File: config.mk
export PLATFORM = sky130hd
export DESIGN_NAME = ebw_bus_engine
export DESIGN_NICKNAME = d
export VERILOG_FILES = /design/src/ebw_bus_engine.v /design/src/ebw_sync3.v
export VERILOG_INCLUDE_DIRS = /design/src
export SDC_FILE = /design/constraint.sdc
export NUM_CORES = 1
export LEC_CHECK = 0
export ABC_AREA = 1
export BUFFER_PORTS_ARGS = -buffer_cell sky130_fd_sc_hd__buf_4
export CAP_MARGIN = 30
export CORE_MARGIN = 1.5
export CORE_UTILIZATION = 45
export DETAILED_ROUTE_END_ITERATION = 16
export GPL_TIMING_DRIVEN = 1
export PLACE_DENSITY = 0.76
export RECOVER_POWER = 50
export SETUP_SLACK_MARGIN = 0.05
export SLEW_MARGIN = 20
export SYNTH_ARGS = -nofsm -noshare
export SYNTH_HDL_FRONTEND = slang
export SYNTH_SLANG_ARGS = --single-unit
File: constraint.sdc
create_clock -name ref_clk -period 2.4 [get_ports ref_clk]
set_input_delay 0.36 -clock ref_clk [delete_from_list [all_inputs] [get_ports ref_clk]]
set_output_delay 0.36 -clock ref_clk [all_outputs]
set_load 0.01 [all_outputs]
File: src/ebw_defines.vh
// Timing, width and encoding constants of the external bus wait engine
`ifndef EBW_DEFINES_VH
`define EBW_DEFINES_VH

// ==========================================================
// Clocks
`define EBW_REF_PERIOD_NS 25
`define EBW_QTR_PER_CYCLE 4
`define EBW_SYS_CYCLE_NS (`EBW_QTR_PER_CYCLE * `EBW_REF_PERIOD_NS)

// ==========================================================
// Access phases, in quarter system cycles (input clock periods)
`define EBW_ADDR_TO_STROBE_Q 5'h02
`define EBW_WDATA_START_Q 5'h03
`define EBW_STROBE_BASE_Q 5'h04
`define EBW_ADDR_HOLD_Q 5'h02
`define EBW_WDATA_HOLD_Q 5'h03
`define EBW_TURN_Q 3'h5

// ==========================================================
// Wait states
`define EBW_WAIT_NONE 2'h0
`define EBW_WAIT_AUTO 2'h1
`define EBW_WAIT_PERIPH 2'h2

// ==========================================================
// Chip selects
`define EBW_NUM_CS 6
`define EBW_CS_IDX_W 3
`define EBW_CS_PERIPH 3'h5
`define EBW_CS_NONE 3'h7
`define EBW_CS_ALL_OFF 6'h3_f

// ==========================================================
// Buses
`define EBW_ADDR_W 16
`define EBW_DATA_W 8
`define EBW_SYNC_TAP 2'h3

`endif

File: src/ebw_bus_engine.v
// External expansion bus engine: strobe, chip selects, wait states
`timescale 1ns/10ps
`default_nettype none
`include "ebw_defines.vh"

// How it works
// - Automatic wait enabled stretches every external access by one cycle, except peripheral frame accesses that get peripheral waits.
// - Read data latched 1.5, 2.5 or 3.5 cycles after address valid.
// - Read data latched 1, 2 or 3 cycles after select falls.
// - Data strobe follows exactly the same timing as the chip selects.
// - Rising edge of the active select ends the transfer.
// - Peripheral frame gets extra waits only when that waiting is enabled.
// - Strobe low one cycle with no wait, three with peripheral waits.
// - Write data valid 0.75, 1.75 or 2.75 cycles before strobe rises.
// - Write data held about 0.75 cycle after strobe rises.
// - After a read, bus not driven for 1.25 cycles after strobe rises.
// - One system cycle equals four input clock periods.
module ebw_bus_engine (
  input wire ref_clk,
  input wire rst_b,
  input wire autoWaitEn,
  input wire periphWaitEn,
  input wire reqValid,
  output wire reqReady,
  input wire reqWrite,
  input wire [`EBW_ADDR_W-1:0] reqAddr,
  input wire [`EBW_DATA_W-1:0] reqWrData,
  input wire [`EBW_CS_IDX_W-1:0] reqCsSel,
  output reg [`EBW_DATA_W-1:0] rdData,
  output reg rdValid,
  output reg xferDone,
  output reg [`EBW_ADDR_W-1:0] busAddr,
  output reg busRead,
  output reg extDataStrobe_b,
  output reg [`EBW_NUM_CS-1:0] chipSel_b,
  output reg [`EBW_DATA_W-1:0] busDataOut,
  output reg busDataOe_b,
  input wire [`EBW_DATA_W-1:0] busDataIn
);

  // ==========================================================
  // State
  localparam ST_IDLE = 2'b01;
  localparam ST_RUN = 2'b10;

  reg [1:0] state_r;
  reg [1:0] state_nxt;
  reg [4:0] qCnt_r;
  reg [4:0] qCnt_nxt;
  reg [1:0] waits_r;
  reg write_r;
  reg [`EBW_CS_IDX_W-1:0] csSel_r;
  reg [2:0] turnCnt_r;
  reg [`EBW_ADDR_W-1:0] addrHeld_r;
  reg [`EBW_SYNC_TAP-1:0] latchPipe_r;
  reg [1:0] reqWaits;
  reg [4:0] riseQ;
  reg [4:0] endQ;
  reg [`EBW_NUM_CS-1:0] csOneHot;
  wire [`EBW_DATA_W-1:0] dataSync;
  wire dataStable;
  wire strobeLow;
  wire driveWin;
  wire latchNow;
  wire lastQ;
  wire startReq;

  // ==========================================================
  // Read data pin synchroniser
  ebw_sync3 #(
    .WIDTH(`EBW_DATA_W)
  ) u_dataSync (
    .ref_clk(ref_clk),
    .rst_b(rst_b),
    .asyncIn(busDataIn),
    .syncOut(dataSync),
    .stable(dataStable)
  );

  // ==========================================================
  // Wait state choice per request
  always @* begin
    reqWaits = `EBW_WAIT_NONE;
    if (reqCsSel == `EBW_CS_PERIPH && periphWaitEn) begin
      reqWaits = `EBW_WAIT_PERIPH;
    end else if (autoWaitEn) begin
      reqWaits = `EBW_WAIT_AUTO;
    end
  end

  // ==========================================================
  // Phase points of the running access, in input clocks
  always @* begin
    // Strobe stays low one system cycle per (1 + waits)
    riseQ = `EBW_ADDR_TO_STROBE_Q + `EBW_STROBE_BASE_Q
      + {1'b0, waits_r, 2'b00};
    // Writes keep the data for the hold; address hold is shorter
    if (write_r) begin
      endQ = riseQ + `EBW_WDATA_HOLD_Q;
    end else begin
      endQ = riseQ + `EBW_ADDR_HOLD_Q;
    end
  end

  // Same window drives strobe and select
  assign strobeLow = (state_r == ST_RUN) && (qCnt_r >= `EBW_ADDR_TO_STROBE_Q)
    && (qCnt_r < riseQ);
  // Write data from 0.25 cycle into the strobe, never during turnaround
  assign driveWin = (state_r == ST_RUN) && write_r && (turnCnt_r == 3'h0)
    && (qCnt_r >= `EBW_WDATA_START_Q) && (qCnt_r < endQ);
  // Sample edge coincides with the select rising
  assign latchNow = (state_r == ST_RUN) && !write_r && (qCnt_r == riseQ);
  assign lastQ = (state_r == ST_RUN) && (qCnt_r == endQ);
  // A write waits out the read turnaround before it starts
  assign startReq = reqValid && (state_r == ST_IDLE)
    && (!reqWrite || turnCnt_r == 3'h0);
  assign reqReady = (state_r == ST_IDLE) && (!reqWrite || turnCnt_r == 3'h0);

  // ==========================================================
  // One-hot select decode; the none code leaves only the strobe
  always @* begin
    csOneHot = {`EBW_NUM_CS{1'b0}};
    if (csSel_r < `EBW_NUM_CS) begin
      csOneHot[csSel_r] = 1'b1;
    end
  end

  // ==========================================================
  // Sequencer
  always @* begin
    state_nxt = state_r;
    qCnt_nxt = qCnt_r;
    case (state_r)
      ST_IDLE: begin
        qCnt_nxt = 5'h00;
        if (startReq) begin
          state_nxt = ST_RUN;
        end
      end
      ST_RUN: begin
        qCnt_nxt = qCnt_r + 5'h01;
        if (lastQ) begin
          state_nxt = ST_IDLE;
          qCnt_nxt = 5'h00;
        end
      end
      default: begin
        state_nxt = ST_IDLE;
        qCnt_nxt = 5'h00;
      end
    endcase
  end

  always @(posedge ref_clk or negedge rst_b) begin
    if (!rst_b) begin
      state_r <= ST_IDLE;
      qCnt_r <= 5'h00;
      waits_r <= `EBW_WAIT_NONE;
      write_r <= 1'b0;
      csSel_r <= `EBW_CS_NONE;
      addrHeld_r <= {`EBW_ADDR_W{1'b0}};
      busAddr <= {`EBW_ADDR_W{1'b0}};
      busRead <= 1'b1;
      busDataOut <= {`EBW_DATA_W{1'b0}};
    end else begin
      state_r <= state_nxt;
      qCnt_r <= qCnt_nxt;
      if (startReq) begin
        waits_r <= reqWaits;
        write_r <= reqWrite;
        csSel_r <= reqCsSel;
        addrHeld_r <= reqAddr;
        busDataOut <= reqWrData;
      end
      // Address leads the strobe by half a cycle, not three quarters
      if (state_r == ST_RUN && qCnt_r == 5'h00) begin
        busAddr <= addrHeld_r;
        busRead <= !write_r;
      end
    end
  end

  // ==========================================================
  // Pin drivers, registered from the phase windows
  always @(posedge ref_clk or negedge rst_b) begin
    if (!rst_b) begin
      extDataStrobe_b <= 1'b1;
      chipSel_b <= `EBW_CS_ALL_OFF;
      busDataOe_b <= 1'b1;
      xferDone <= 1'b0;
    end else begin
      extDataStrobe_b <= !strobeLow;
      chipSel_b <= strobeLow ? ~csOneHot : `EBW_CS_ALL_OFF;
      busDataOe_b <= !driveWin;
      xferDone <= (state_r == ST_RUN) && (qCnt_r == riseQ);
    end
  end

  // ==========================================================
  // Read turnaround guard; memories may still release the bus
  always @(posedge ref_clk or negedge rst_b) begin
    if (!rst_b) begin
      turnCnt_r <= 3'h0;
    end else if (latchNow) begin
      turnCnt_r <= `EBW_TURN_Q - 3'h1;
    end else if (turnCnt_r != 3'h0) begin
      turnCnt_r <= turnCnt_r - 3'h1;
    end
  end

  // ==========================================================
  // Read capture; the pin value of the sample edge is read from the
  // synchroniser output three clocks later
  always @(posedge ref_clk or negedge rst_b) begin
    if (!rst_b) begin
      latchPipe_r <= {`EBW_SYNC_TAP{1'b0}};
      rdData <= {`EBW_DATA_W{1'b0}};
      rdValid <= 1'b0;
    end else begin
      latchPipe_r <= {latchPipe_r[`EBW_SYNC_TAP-2:0], latchNow};
      rdValid <= latchPipe_r[`EBW_SYNC_TAP-1];
      if (latchPipe_r[`EBW_SYNC_TAP-1]) begin
        rdData <= dataSync;
      end
    end
  end

  // Agreement flag unused: capture point is fixed by the timing
  wire unusedStable;
  assign unusedStable = dataStable;

endmodule // ebw_bus_engine

`default_nettype wire

File: src/ebw_sync3.v
// Three-stage input synchroniser with agreement flag
`timescale 1ns/10ps
`default_nettype none

module ebw_sync3 #(
  parameter WIDTH = 8
) (
  input wire ref_clk,
  input wire rst_b,
  input wire [WIDTH-1:0] asyncIn,
  output wire [WIDTH-1:0] syncOut,
  output wire stable
);

  reg [WIDTH-1:0] stage1_r;
  reg [WIDTH-1:0] stage2_r;
  reg [WIDTH-1:0] stage3_r;

  // Stage one feeds stage two only
  always @(posedge ref_clk or negedge rst_b) begin
    if (!rst_b) begin
      stage1_r <= {WIDTH{1'b0}};
      stage2_r <= {WIDTH{1'b0}};
      stage3_r <= {WIDTH{1'b0}};
    end else begin
      stage1_r <= asyncIn;
      stage2_r <= stage1_r;
      stage3_r <= stage2_r;
    end
  end

  assign syncOut = stage3_r;
  assign stable = (stage2_r == stage3_r);

endmodule // ebw_sync3

`default_nettype wire

==> flow_summary.yaml <==
outcome:
  run_status: "complete, no violations"
finish:
  final.fill_count: 736
  instances_no_fill: 590
  multi_input_area_um2: 1220
  final_nets: 532
  drive_gt1_share_pct: 27.0
  syn_to_final_growth_pct: 24.6
  n_antenna_cell: 0
  seq_area_um2: 2570
timing:
  hold_viol_final: 0
  post-route-period-util_pct: 80.9
  rsz0062_at_grt: "false"
  holdWs_ns: 0.123
  finalSetupTns_ns: 0
  maxSlewHeadroom_pct: 42.9
  fin_worst_skew_ns: 0.0121
  maxSlewViolCount: 0
  finalSetupViolCount: 0
  fin_crit_ns: 1.94
  worst_slew_pin_slew_ns: 0.857
  max_freq_mhz: 515
cts:
  cts_tree: "yes"
  post_cts_buffers: 0
  cts_buffers: 9
  clk_latency_ns: 0.36
  cts_sinks: 102
  path_clk_slew_ns: 0.10
  clock_path_buffers: 2
  htree_levels: 3
  root_buffer: "clkbuf_8"
floorplan:
  die_h_um: 96.8
  core_area_um2: 8640
  start_util_pct: 45.8
  chipWidth_um: 96.8
  rows: 34
  ios: 85
  dieArea_um2: 9370
pwr:
  power_w: 0.00523
  p_int_w: 0.00352
  power.net_switching_w: 0.00171
  pwr-share-seq_pct: 46.6
  comb_power_share_pct: 28.7
  power.share.switching_pct: 32.6
  power_leakage_nw: 2.58
  p_per_area_nw_per_um2: 1060
  clkPwrFrac_pct: 24.7
  peakVddDrop_uv: 466
setup_path:
  worstPathRequired_ns: 2.71
  cp.arrival_ns: 2.25
  start_kind: "flop"
  endpoint_kind: "flop"
  r2r_end: "state_r[0]"
  r2r-start: "waits_r[0]"
  setup.worst_path.class: "flop to flop"
  reg2reg_setup_slack_ns: 0.46
  critPathMaxFanout: 6
  reg2reg_depth: 8
global_route:
  grt_max_degree: 48
  grt_pass1_vias: 2793
  grt_usage_pct: 16.7
  antenna_found_initial: 0
  grt-ovfl-total: 0
  grt_pass1_wl_mm: 12.7
drt:
  vias: 2737
  drc: 0
  wl_met3_um: 410
  top_layer: "met4"
  wl_per_cell_um: 12.4
  drt-initial-drc-count: 83
  avgViaCountPerCell: 4.64
  wl_mm: 7.31
  antenna_left: 0
  dr.pass1.iters: 4
  wl_met1_mm: 3.48
  routed-wl-met2_mm: 3.37
min_path:
  hp-class: "primary input to flop"
  min_from: "busDataIn[2]"
  holdPathEnd: "u_dataSync.stage1_r[2]"
  min_path_cells: 1
yosys:
  netlist.area_leader.share_pct: 56.3
  ys_types: 26
  syn_area_um2: 3960
  synth.net_count: 441
  syn_avg_cell_area_um2: 10.3
  yosys-top-cells-area: "dfrtp_1 56%, nand2_1 16%, dfstp_2 8.6%"
  ys_warn_count: 0
  syn_inst: 386
  yosys_register_bits: 102
  ys_seq_area_share_pct: 64.9
  synth_top_area_cell: "dfrtp_1"
place:
  place_congestion: 0.846
  dp_hpwl_mm: 5.22
  port_buffers: 84
  placedCellCount: 573
flow_run:
  cap_violations: 0
## cells in the mapped netlist
cell type / instances
nor2_1: 22
nand3b_1: 1
buf_6: 2
buf_2: 5
nand4_2: 1
nand3_2: 1
nand3_1: 8
nand2_2: 1
a21oi_2: 1
a21oi_1: 2
inv_2: 3
nand4_1: 6
inv_1: 25
nand2_1: 167
nor3_1: 1
o21ai_1: 1
xnor2_1: 3
dfstp_2: 13
xor2_1: 4
nor2_2: 1
dfrtp_1: 89
buf_4: 2
mux2_2: 8
ha_1: 14
o21ai_0: 3
nor2_4: 2
## critical path, stage by stage, from the launching register on
cell	delay (ns)
dfrtp_1	0.44
inv_1	0.08
ha_1	0.32
xnor2_1	0.15
ha_1	0.27
nand2_1	0.07
o21ai_1	0.36
nand2_1	0.12
inv_1	0.08
## cell type report
cell class / count / share of cell area, %
sequential: 102 / 52.1
multi-input combinational: 247 / 24.8
timing repair buffer: 89 / 13.3
tap: 108 / 2.74
clock buffer: 10 / 2.59
clock inverter: 6 / 2.38
inverter: 28 / 2.13
## power by group through the flow
stage	Sequential [W]	Clock, W	Combinational, W
2_1_floorplan	0.00250	0	0.000874
3_3_place_gp	0.00245	0	0.00147
3_5_place_dp	0.00247	0	0.00154
4_1_cts	0.00244	0.00133	0.00154
5_1_grt	0.00249	0.00139	0.00172
6_report	0.00243	0.00129	0.00150
## how the worst max path moves through the flow
stage | from | end | slack (ns) | depth (start not counted)
floorplan | waits_r[0] | state_r[1] | 0.68 | 7
global placement | waits_r[0] | state_r[1] | 0.57 | 7
detailed placement | waits_r[0] | state_r[0] | 0.45 | 8
CTS | waits_r[0] | state_r[0] | 0.42 | 8
global route | waits_r[0] | state_r[0] | 0.24 | 8
finish | waits_r[0] | state_r[0] | 0.46 | 8
## timing repair
| action | CTS | global route |
|---|---|---|
| gates resized for setup | 0 | 0 |
| hold buffers | 1 | 0 |
| endpoints found under the hold margin | 9 | 0 |
## kinds of logic (layout without fill, tap and decap cells)
group	after synthesis	after routing	share of synthesized area (%)
AOI/OAI and AO/OA	7	7	0.980
xor gates and xnor gates	7	7	1.55
buffers and inverters	37	133	4.23
and+or+nand+nor	211	211	21.7
adders and majority gates	14	14	4.42
muxes	8	8	2.28
DFF	102	102	64.9
## layer usage
layer	vias to the layer above	global-route usage (%)
met4	0	6.80
met3	7	3.32
li1	1365	-
met2	83	26.4
met5	-	0
met1	1282	22.9
## registers in the layout (all words and copies together), names as in the netlist, 5 cells and up
register,count
addrHeld_r,16
u_dataSync.stage1_r,8
chipSel_b,6
u_dataSync.syncOut,8
u_dataSync.stage2_r,8
busDataOut,8
rdData,8
qCnt_r,5
busAddr,16
## cell usage in the layout (no fill, tap or decap), drive strengths merged
cell and n:
nand2 168, dfrtp 89, buf 75, inv 30, nor2 25, clkbuf 23, ha 14, dfstp 13
nand3 9, mux2 8, nand4 7, xor2 4, o21ai 4, xnor2 3, bufinv 3, a21oi 3
nor3 1, nand3b 1, clkinvlp 1, dlygate4sd3 1
## through the flow
step / setup WS, ns / cell area [um2] / utilization, %
2_1_floorplan: 0.677 / 3960 / -
3_3_place_gp: 0.572 / 4700 / 54.5
3_5_place_dp: 0.451 / 4700 / 54.5
4_1_cts: 0.423 / 4960 / 57.4
5_1_grt: 0.237 / 4930 / 57.1
6_report: 0.459 / 4930 / 57.1
Note: power is estimated with default switching activity, not from simulation.
